**config.mk**
```make
export PLATFORM = sky130hd
export DESIGN_NAME = gpib_data_port
export DESIGN_NICKNAME = d
export VERILOG_FILES = /design/src/common/gpib_port_pkg.sv /design/src/core/event_flag_cell.sv /design/src/core/gpib_data_port.sv
export SDC_FILE = /design/constraint.sdc
export NUM_CORES = 1
export LEC_CHECK = 0
export BUFFER_PORTS_ARGS = -buffer_cell sky130_fd_sc_hd__buf_2
export CORE_MARGIN = 1.5
export CORE_UTILIZATION = 44
export DETAILED_ROUTE_END_ITERATION = 8
export PLACE_DENSITY = 0.72
export SKIP_CTS_REPAIR_TIMING = 1
export SLEW_MARGIN = 5
export SYNTH_ARGS = -nofsm -noshare
export SYNTH_HDL_FRONTEND = slang
export SYNTH_SLANG_ARGS = --single-unit
```
**constraint.sdc**
```tcl
create_clock -name clk -period 1.7 [get_ports clk]
set_input_delay 0.255 -clock clk [delete_from_list [all_inputs] [get_ports clk]]
set_output_delay 0.255 -clock clk [all_outputs]
set_load 0.005 [all_outputs]
```
**src/common/gpib_port_pkg.sv**
```systemverilog
// Shared offsets, field positions, reset values and command codes for the data port block
package gpib_port_pkg;

    // ------------------------------------------------------------------
    // Host register offsets
    // ------------------------------------------------------------------
    localparam int unsigned ADDR_W                = 9;
    localparam logic [8:0]  OFFS_DATA_PORT        = 9'h111;
    localparam logic [8:0]  OFFS_EVENT_FIRST      = 9'h113;
    localparam logic [8:0]  OFFS_AUX_CMD          = 9'h11b;

    // ------------------------------------------------------------------
    // Widths and field positions
    // ------------------------------------------------------------------
    localparam int unsigned BYTE_W                = 8;
    localparam int unsigned STATUS_BITS           = 8;
    localparam int unsigned BIT_CMD_PASS          = 7;
    localparam int unsigned BIT_ADDR_PASS         = 6;
    localparam int unsigned BIT_DEV_TRIGGER       = 5;
    localparam int unsigned BIT_END_RX            = 4;
    localparam int unsigned OTHER_EVENTS          = 4;

    // ------------------------------------------------------------------
    // Reset values and auxiliary command codes
    // ------------------------------------------------------------------
    localparam logic [7:0]  RST_BYTE              = 8'h00;
    localparam logic [7:0]  RST_MASK              = 8'h00;
    localparam logic [7:0]  AUX_VALID             = 8'h0f;

    typedef logic [7:0] byte_t;

endpackage : gpib_port_pkg

```
**src/core/event_flag_cell.sv**
```systemverilog
// One sticky status bit that clears on read and holds off events during a read
`timescale 1ns/1ns
module event_flag_cell (
    input  wire logic clk,        // Chip clock
    input  wire logic resetn,     // Synchronous reset, active low
    input  wire logic event_in,   // Set condition, one-cycle pulse
    input  wire logic reading,    // Host read of the status register in progress
    input  wire logic read_end,   // First cycle after the read cycle
    output logic      flag_q      // Sticky status bit
);

    logic pend_q;

    // ------------------------------------------------------------------
    // Flag and deferred event
    // ------------------------------------------------------------------
    // Events seen during a read are parked so the clear at read end cannot eat them
    always_ff @(posedge clk) begin
        if (!resetn) begin
            flag_q <= 1'b0;
            pend_q <= 1'b0;
        end else if (read_end) begin
            flag_q <= pend_q | event_in;
            pend_q <= 1'b0;
        end else if (reading) begin
            pend_q <= pend_q | event_in;
        end else begin
            flag_q <= flag_q | event_in;
        end
    end
endmodule : event_flag_cell

```
**src/core/gpib_data_port.sv**
```systemverilog
// Byte data port and first event status/mask pair of the bus interface
//
// Functional notes
// - Hold ready-for-data false until byte removed
// - Bit 0 is DIO1, bit 7 is DIO8
// - Data in and out share one offset
// - Outgoing byte latched apart from incoming
// - Data-out write starts source handshake
// - Status read or reset clears all bits
// - Unmasked status condition raises interrupt request
// - Mask never blocks status bit updates
// - Event during status read set afterwards
// - Command pass-through flag on unknown commands
// - Undefined-primary flag set and clear conditions
// - Unaddressed addressed commands are simply ignored
// - Pass-through holds acceptor until valid command
// - Pass-through off: drop unknown commands silently
// - Address pass-through flag on secondary address
// - Address pass-through stalls handshake, address readable
// - Device trigger flag on trigger state entry
// - End received on EOI or string match
// - String match only when reception allowed
`timescale 1ns/1ns
module gpib_data_port
    import gpib_port_pkg::*;
#(
    parameter gpib_port_pkg::byte_t AUX_NONVALID = 8'h0e    // Non-valid auxiliary code
) (
    input  wire logic                        clk,           // Chip clock, 25 MHz
    input  wire logic                        resetn,        // Power-on reset, active low
    input  wire logic [gpib_port_pkg::ADDR_W-1:0] host_addr, // Host byte offset
    input  wire logic                        host_rd,       // Host read cycle, level
    input  wire logic                        host_wr,       // Host write, one-cycle pulse
    input  wire gpib_port_pkg::byte_t        host_wdata,    // Host write data
    output gpib_port_pkg::byte_t             host_rdata_q,  // Host read data
    input  wire logic                        dma_take,      // DMA removed the data-in byte
    input  wire logic                        rx_strobe,     // Data byte accepted (ACDS)
    input  wire gpib_port_pkg::byte_t        incoming_byte_bits, // Bus data, [0]=DIO1
    input  wire logic                        rx_eoi,        // EOI came with the byte
    input  wire logic                        listener_active, // Listener active state
    input  wire logic                        cmd_strobe,    // Command byte accepted (ACDS)
    input  wire gpib_port_pkg::byte_t        cmd_byte,      // Command byte, [0]=DIO1
    input  wire logic                        cmd_universal, // Universal command group
    input  wire logic                        cmd_addressed, // Addressed command group
    input  wire logic                        cmd_secondary, // Secondary command group
    input  wire logic                        cmd_talk_addr, // Talk address group
    input  wire logic                        cmd_listen_addr, // Listen address group
    input  wire logic                        cmd_defined,   // Command decoded by the chip
    input  wire logic                        talker_addressed,   // Talker addressed state
    input  wire logic                        listener_addressed, // Listener addressed state
    input  wire logic                        talker_primary,     // Talker primary addressed
    input  wire logic                        listener_primary,   // Listener primary addressed
    input  wire logic                        trigger_active, // Device trigger active state
    input  wire logic                        command_passthrough_on, // Aux config B bit 0
    input  wire logic                        addressing_mode_hi, // Address mode bit 1
    input  wire logic                        addressing_mode_lo, // Address mode bit 0
    input  wire logic                        eos_reception_allowed, // Aux config A bit 2
    input  wire gpib_port_pkg::byte_t        end_string_match_reg, // End-of-string byte
    input  wire logic [gpib_port_pkg::OTHER_EVENTS-1:0] other_events, // Events for bits 3..0
    output gpib_port_pkg::byte_t             outgoing_byte_bits_q, // Out byte, [0]=DIO1
    output logic                             source_start_q, // Start source handshake, pulse
    output logic                             rfd_hold_q,    // Keep ready-for-data false
    output logic                             accept_hold_q, // Hold acceptor in ACDS
    output gpib_port_pkg::byte_t             passthrough_read_reg_q, // Passed-through byte
    output logic                             undefined_primary_flag_q, // Undefined primary
    output gpib_port_pkg::byte_t             event_status_first_q, // Status bits
    output logic                             irq_q          // Interrupt request
);

    // ------------------------------------------------------------------
    // Elaboration checks
    // ------------------------------------------------------------------
    if (STATUS_BITS != BYTE_W) begin : g_bad_width
        $error("status register must be one byte wide");
    end
    if (AUX_NONVALID == AUX_VALID) begin : g_bad_code
        $error("non-valid code must differ from valid code");
    end

    // ------------------------------------------------------------------
    // Host access decode
    // ------------------------------------------------------------------
    logic  sel_data;
    logic  sel_status;
    logic  sel_aux;
    logic  data_rd;
    logic  data_rd_q;
    logic  data_rd_end;
    logic  status_rd;
    logic  status_rd_q;
    logic  status_rd_end;
    logic  data_wr;
    logic  mask_wr;
    logic  aux_valid_wr;
    logic  aux_nonvalid_wr;
    byte_t mask_q;
    byte_t data_in_q;
    byte_t status_set;
    byte_t status_flags;

    assign sel_data        = (host_addr == OFFS_DATA_PORT);
    assign sel_status      = (host_addr == OFFS_EVENT_FIRST);
    assign sel_aux         = (host_addr == OFFS_AUX_CMD);
    // Direction picks the register behind the shared offset
    assign data_rd         = host_rd && sel_data;
    assign data_wr         = host_wr && sel_data;
    assign status_rd       = host_rd && sel_status;
    assign mask_wr         = host_wr && sel_status;
    assign aux_valid_wr    = host_wr && sel_aux && (host_wdata == AUX_VALID);
    assign aux_nonvalid_wr = host_wr && sel_aux && (host_wdata == AUX_NONVALID);
    assign data_rd_end     = data_rd_q && !data_rd;
    assign status_rd_end   = status_rd_q && !status_rd;

    always_ff @(posedge clk) begin
        if (!resetn) begin
            data_rd_q   <= 1'b0;
            status_rd_q <= 1'b0;
        end else begin
            data_rd_q   <= data_rd;
            status_rd_q <= status_rd;
        end
    end

    // Read data follows the register selected while the read lasts
    always_ff @(posedge clk) begin
        if (!resetn) begin
            host_rdata_q <= RST_BYTE;
        end else if (data_rd) begin
            host_rdata_q <= data_in_q;
        end else if (status_rd) begin
            host_rdata_q <= status_flags;
        end else if (host_rd && sel_aux) begin
            host_rdata_q <= passthrough_read_reg_q;
        end else if (host_rd) begin
            host_rdata_q <= RST_BYTE;
        end
    end

    // ------------------------------------------------------------------
    // Incoming data and ready-for-data hold
    // ------------------------------------------------------------------
    // Bit order is kept as wired: index 0 is DIO1, index 7 is DIO8
    always_ff @(posedge clk) begin
        if (!resetn) begin
            data_in_q <= RST_BYTE;
        end else if (rx_strobe) begin
            data_in_q <= incoming_byte_bits;
        end
    end

    // A new byte wins over removal of the previous one
    always_ff @(posedge clk) begin
        if (!resetn) begin
            rfd_hold_q <= 1'b0;
        end else if (rx_strobe) begin
            rfd_hold_q <= 1'b1;
        end else if (data_rd_end || dma_take) begin
            rfd_hold_q <= 1'b0;
        end
    end

    // ------------------------------------------------------------------
    // Outgoing byte and source handshake start
    // ------------------------------------------------------------------
    // Own latch, so reading data-in never disturbs a pending output byte
    always_ff @(posedge clk) begin
        if (!resetn) begin
            outgoing_byte_bits_q <= RST_BYTE;
        end else if (data_wr) begin
            outgoing_byte_bits_q <= host_wdata;
        end
    end

    always_ff @(posedge clk) begin
        if (!resetn) begin
            source_start_q <= 1'b0;
        end else begin
            source_start_q <= data_wr;
        end
    end

    // ------------------------------------------------------------------
    // Command and address pass-through
    // ------------------------------------------------------------------
    logic unknown_cmd;
    logic cpt_event;
    logic apt_event;
    logic udp_clear;
    logic cpt_hold_q;
    logic apt_hold_q;
    logic cpt_hold_d;
    logic apt_hold_d;

    // Addressed commands only count while addressed; others fall away
    assign unknown_cmd = (cmd_universal ||
                          (cmd_addressed && (talker_addressed || listener_addressed)))
                         && !cmd_defined;
    // No new command pass-through flag or hold when pass-through is off; address pass-through does not depend on it
    assign cpt_event   = cmd_strobe && command_passthrough_on &&
                         (unknown_cmd || (undefined_primary_flag_q && cmd_secondary));
    assign apt_event   = cmd_strobe && addressing_mode_hi && addressing_mode_lo &&
                         (talker_primary || listener_primary) && cmd_secondary;
    assign udp_clear   = (cmd_strobe && (((cmd_universal || cmd_addressed) && cmd_defined)
                         || cmd_talk_addr || cmd_listen_addr)) || !command_passthrough_on;

    always_ff @(posedge clk) begin
        if (!resetn) begin
            undefined_primary_flag_q <= 1'b0;
        end else if (cmd_strobe && command_passthrough_on && unknown_cmd) begin
            undefined_primary_flag_q <= 1'b1;
        end else if (udp_clear) begin
            undefined_primary_flag_q <= 1'b0;
        end
    end

    always_comb begin
        cpt_hold_d = cpt_hold_q;
        apt_hold_d = apt_hold_q;
        if (cpt_event) begin
            cpt_hold_d = 1'b1;
        end else if (aux_valid_wr) begin
            cpt_hold_d = 1'b0;
        end
        if (apt_event) begin
            apt_hold_d = 1'b1;
        end else if (aux_valid_wr || aux_nonvalid_wr) begin
            apt_hold_d = 1'b0;
        end
    end

    always_ff @(posedge clk) begin
        if (!resetn) begin
            cpt_hold_q    <= 1'b0;
            apt_hold_q    <= 1'b0;
            accept_hold_q <= 1'b0;
        end else begin
            cpt_hold_q    <= cpt_hold_d;
            apt_hold_q    <= apt_hold_d;
            accept_hold_q <= cpt_hold_d || apt_hold_d;
        end
    end

    always_ff @(posedge clk) begin
        if (!resetn) begin
            passthrough_read_reg_q <= RST_BYTE;
        end else if (cpt_event || apt_event) begin
            passthrough_read_reg_q <= cmd_byte;
        end
    end

    // ------------------------------------------------------------------
    // Status set conditions
    // ------------------------------------------------------------------
    logic trigger_q;
    logic eos_hit;

    always_ff @(posedge clk) begin
        if (!resetn) begin
            trigger_q <= 1'b0;
        end else begin
            trigger_q <= trigger_active;
        end
    end

    assign eos_hit = eos_reception_allowed &&
                     (incoming_byte_bits == end_string_match_reg);

    always_comb begin
        status_set                  = {{(STATUS_BITS-OTHER_EVENTS){1'b0}}, other_events};
        status_set[BIT_CMD_PASS]    = cpt_event;
        status_set[BIT_ADDR_PASS]   = apt_event;
        status_set[BIT_DEV_TRIGGER] = trigger_active && !trigger_q;
        status_set[BIT_END_RX] = listener_active && rx_strobe && (rx_eoi || eos_hit);
    end

    // ------------------------------------------------------------------
    // Status flags, mask and interrupt
    // ------------------------------------------------------------------
    for (genvar i = 0; i < STATUS_BITS; i++) begin : g_flag
        event_flag_cell u_cell (
            .clk      (clk),
            .resetn   (resetn),
            .event_in (status_set[i]),
            .reading  (status_rd),
            .read_end (status_rd_end),
            .flag_q   (status_flags[i])
        );
    end

    always_ff @(posedge clk) begin
        if (!resetn) begin
            event_status_first_q <= RST_BYTE;
        end else begin
            event_status_first_q <= status_flags;
        end
    end

    // Mask only gates the request; flags update regardless
    always_ff @(posedge clk) begin
        if (!resetn) begin
            mask_q <= RST_MASK;
        end else if (mask_wr) begin
            mask_q <= host_wdata;
        end
    end

    always_ff @(posedge clk) begin
        if (!resetn) begin
            irq_q <= 1'b0;
        end else begin
            irq_q <= |(status_flags & mask_q);
        end
    end
endmodule : gpib_data_port

```
* After elaboration in Yosys (flattened, before gate mapping)
Cells that the tools add are included.
Storage, ports and cells: bits of input ports 69, logic and storage cells 134, output and inout bits 37, register bits after elaboration 74
Operators by class: equal/unequal tests 7, bitwise gates (word level) 18, mux-type cells 28, reductions and logical operators 49
Operator list (number):
- $mux W8 | 4
- $eq A9 B9 Y1 const B | 3
- $logic_and A1 B1 Y1 | 26
- $mux W1 | 24
- $eq A8 B4 Y1 const B | 2
- $or A1 B1 Y1 | 16
- $logic_or A1 B1 Y1 | 13
- $and A8 B8 Y8 | 1
- $eq A8 B8 Y1 | 1
- $reduce_or A8 Y1 | 1
- $logic_not A1 Y1 | 5
- $reduce_bool A2 Y1 | 2
- $reduce_bool A4 Y1 | 1
- $ne A2 B1 Y1 const B | 1
- $reduce_or A2 Y1 | 1
- $not A1 Y1 | 1

* Longest topological paths before layout
word-level depth 9, depth in mapped cells 7, depth with buffers taken out 5

* By module
From an unflattened synthesis, not the netlist that was laid out.
Second synthesis, totals: cells, all modules 325, area total of the unflattened synthesis 3069.2 um^2
Modules (own cells, without submodules):
- gpib_data_port | area an instance 2448.6 um^2, sequential area each 1161.1 um^2, instances 1, cells each 269
- event_flag_cell | area an instance 77.6 um^2, sequential area each 40.0 um^2, instances 8, cells each 7

* Worst setup path after synthesis
No wires, ideal clock.
path type input to register, start input port host_addr[5] (netlist name), end register g_flag[7].u_cell.flag_q, data required time 1.634 ns, library setup time 0.066 ns, path buffers 2, arrival 1.756 ns, path slack -0.122 ns, stages 7, path through or4b_4 -> nor4_4 -> nand2b_1 -> buf_4 -> buf_6 -> o31ai_1 -> a21oi_2
On the way: word-level cells in the longest chain between the ends 5, elaborated cells on any way between the ends 6, those cells by class eq/ne (2); mux (1); reduce/logical (3)
RTL lines:
- from (decl) | RTL line gpib_data_port.sv:31 | input wire logic [gpib_port_pkg::ADDR_W-1:0] host_addr,
- $eq A9 B9 Y1 (*) | RTL line gpib_data_port.sv:102 | assign sel_status = (host_addr == OFFS_EVENT_FIRST);
- $logic_and A1 B1 Y1 (*) | RTL line gpib_data_port.sv:107 | assign status_rd = host_rd && sel_status;
- $logic_not A1 Y1 | RTL line gpib_data_port.sv:112 | assign status_rd_end = status_rd_q && !status_rd;
- $logic_and A1 B1 Y1 | RTL line gpib_data_port.sv:112
- $ne A2 B1 Y1 (no source line) or $mux W1 (tied branches)
- to (signal assigned) | RTL line event_flag_cell.sv:23 | flag_q <= pend_q | event_in;
- to (signal assigned) | RTL line event_flag_cell.sv:28 | flag_q <= flag_q | event_in;
- to (decl) | RTL line event_flag_cell.sv:9 | output logic flag_q
Mark *: on every way between the ends. The rest lies on a longest branch, timed or not. A chain may end at the register's enable or synchronous reset.

* Worst setup path after layout
start input port host_addr[5] (netlist name), end register host_rdata_q[4]
On the way: word-level cells in the longest chain between the ends 5, elaborated cells on any way between the ends 10, those cells by class eq/ne (3); mux (3); reduce/logical (4)
RTL lines:
- $eq A9 B9 Y1 | RTL line gpib_data_port.sv:103 | assign sel_aux = (host_addr == OFFS_AUX_CMD);
- $logic_and A1 B1 Y1 | RTL line gpib_data_port.sv:132 | end else if (host_rd && sel_aux) begin
- $mux W8 | RTL line gpib_data_port.sv:132
- $mux W8 | RTL line gpib_data_port.sv:130 | end else if (status_rd) begin
- $mux W8 | RTL line gpib_data_port.sv:128 | end else if (data_rd) begin
- to (signal assigned) | RTL line gpib_data_port.sv:129 | host_rdata_q <= data_in_q;
- to (signal assigned) | RTL line gpib_data_port.sv:131 | host_rdata_q <= status_flags;
- to (signal assigned) | RTL line gpib_data_port.sv:133 | host_rdata_q <= passthrough_read_reg_q;
- to (decl) | RTL line gpib_data_port.sv:35 | output gpib_port_pkg::byte_t host_rdata_q,
Parallel ways exist; a longest one is shown, timed or not.

==> flow_summary.ini <==
[logic_synthesis]
synth_xor_area_share_pct = 2.34
synth_compound_area_share_pct = 13.4
syn_nets = 396
async_reset_ff_share_pct = 0
synth_area_um2 = 2990
ys_seq_area_share_pct = 49.5
ys_types = 44
synthMuxAreaShare_pct = 11.1
synth_flop_cell = dfxtp_1
synth_area_per_cell_um2 = 9.16
yosys.area_share.simple_pct = 20.4
synth-adder-area-share_pct = 0
synth-edff-count = 0
syn_inst = 327
yosysWarnings = 0
synth_top_family_by_area = simple AND/OR/NAND/NOR gates
synth-seq-cells = 74

[sta]
fin_crit_ns = 1.48
setup_viol = 0
slew_violations = 0
hold_violations = 0
max_slew_margin_pct = 70.4
fmax_ghz = 0.677
skew_ns = 0.00808
rsz0062_at_grt = no
worst_slew_pin_slew_ns = 0.442
fin_crit_sh_pct = 86.9

[drt]
first_pass_iters = 7
vias = 2758
viasPerCell = 5.22
drc = 7
first_iter_violations = 121
post_drt_wl_per_cell_um = 14.2
ant_nets = 0
routed_wl_mm = 7.49

[critical_path]
crit_path_max_fanout = 7
cp-end-kind = flip-flop
r2r-start = undefined_primary_flag_q
cp.arrival_ns = 1.73
r2r_cells = 5
crit_required_ns = 1.96
regToRegEndpoint = passthrough_read_reg_q[4]
r2r_slack_ns = 0.25
cp-start-kind = primary input
critical_path_class = in -> reg

[hold_path]
min_from = trigger_active
hp-class = in -> reg
hold_depth = 2
min_to = trigger_q

[cts]
htreeDepth = 3
clock-root-buffer = clkbuf_8
cts_tree = built
clock_path_buffers = 2
cts_inserted_buffers = 9
cts.clk_slew.worst_paths_ns = 0.07
clk_latency_ns = 0.35
clock_sinks = 74

[final_layout]
fin_util_pct = 60.6
final_cell_mix = 105 x buf_2, 75 x nor2_1, 74 x dfxtp_1
syn2layout_area_growth_pct = 30.8
nets = 515
drive_gt1_share_pct = 32.4
finalNonFillerCells = 528
antenna_cells = 0
final_common_cell = buf_2

[grt]
antenna_found_initial = 0
grt_pass1_vias = 2624
grt-ovfl-total = 0
grt_pass1_wl_mm = 12.4
grt_max_degree = 25
grtUsageTotal_pct = 21.7

[place]
place_inst = 512
post-dp-hpwl_mm = 5.63
place_congestion = 0.837
io_buffers = 105

[die]
core_um2 = 6460
pin_count = 106
fp.dieArea_um2 = 7310
die_x_um = 85.5
die_height_um = 85.5
initial_core_util_pct = 46.4
fp-row-count = 29

[power]
powerDensity_nw_per_um2 = 927
vdd_ir_drop_max_uv = 525
power_leakage_nw = 1.93

[run]
cap_violations = 0

[outcome]
run_status = finished, violations left
violations = DRC
worst max-delay path: stages:
cell and delay [ns]:
buf_2 0.10, or4b_4 0.57, nor2_2 0.17, buf_4 0.14, nand3_1 0.20, o31ai_1 0.29
metrics by stage:
stage,area (um^2),worst slack (ns),TNS (ns),hold slack (ns),power (mW)
detailed placement,3700,-0.131,-1.67,0.444,2.19
floorplan,3000,-0.00742,-0.00742,0.371,2.01
CTS,3920,0.231,0,0.122,3.66
global route,3920,0.126,0,0.138,3.79
global placement,3700,-0.0838,-0.601,0.441,2.19
finish,3920,0.222,0,0.134,3.63
worst max-delay path by stage:
stage	start	endpoint	slack (ns)	depth (start not counted)
2_1_floorplan	host_addr[5]	g_flag[7].u_cell.flag_q	-0.007	7
3_3_place_gp	host_addr[5]	host_rdata_q[4]	-0.08	6
3_5_place_dp	host_addr[5]	host_rdata_q[4]	-0.13	6
4_1_cts	host_addr[5]	host_rdata_q[4]	0.23	6
5_1_grt	host_addr[5]	host_rdata_q[6]	0.13	6
6_report	host_addr[5]	host_rdata_q[4]	0.22	6
routing by layer:
metal / global-route usage, % / share of wire (%)
met5: 0 / 0
met3: 6.06 / 8.0
met1: 28.1 / 44
met4: 6.60 / 1.0
met2: 35.4 / 47
logic make-up (layout without fill, tap and decap cells):
group / Yosys count / in the layout
AND/OR/NAND/NOR: 134 / 134
flip-flops: 74 / 74
AO/OA/AOI/OAI: 56 / 56
multiplexers: 33 / 33
buffers and inverters: 22 / 146
XOR/XNOR: 8 / 8
registers in the layout, summed over array words and instances (netlist names):
signal / count
cpt_hold_q: 1
irq_q: 1
event_status_first_q: 8
status_rd_q: 1
trigger_q: 1
g_flag.u_cell.pend_q: 8
source_start_q: 1
accept_hold_q: 1
rfd_hold_q: 1
passthrough_read_reg_q: 8
mask_q: 8
undefined_primary_flag_q: 1
apt_hold_q: 1
data_in_q: 8
outgoing_byte_bits_q: 8
g_flag.u_cell.flag_q: 8
host_rdata_q: 8
data_rd_q: 1
power breakdown:
part	total, mW	switching (mW)	leakage, nW	internal (mW)
registers	1.82	0.0356	0.602	1.78
logic	0.338	0.171	1.23	0.167
clock network	1.48	0.653	0.105	0.822
total	3.63	0.860	1.93	2.77
cell type report:
cell class	instances	area (um^2)
Clock buffer	9	124
Clock inverter	7	93.8
Fill cell	583	2540
Inverter	6	22.5
Multi-Input combinational cell	231	1420
Sequential cell	74	1480
Tap cell	77	96.3
Timing Repair Buffer	124	681
synth_stat cells (2+ instances only):
master    count  share of area (%)
o21ai_0       6                1.0
clkbuf_1     11                1.4
and2_1        9                1.9
a21oi_1       7                1.2
o31ai_1       9                2.3
nand2b_1      3               0.63
a22oi_1      11                2.8
nand2_1      23                2.9
o32ai_1       5                1.5
a31oi_1       4               0.84
o311a_1       2               0.67
mux2i_1      32                 11
nor2_1       76                9.5
nand4_1       3               0.63
dfxtp_1      74                 49
o21bai_1      2               0.50
or4_1         2               0.50
buf_2         3               0.50
nand3_1       8                1.3
inv_1         5               0.63
xnor2_1       7                2.0
o21a_1        3               0.75
(Power assumes the default switching activity.)
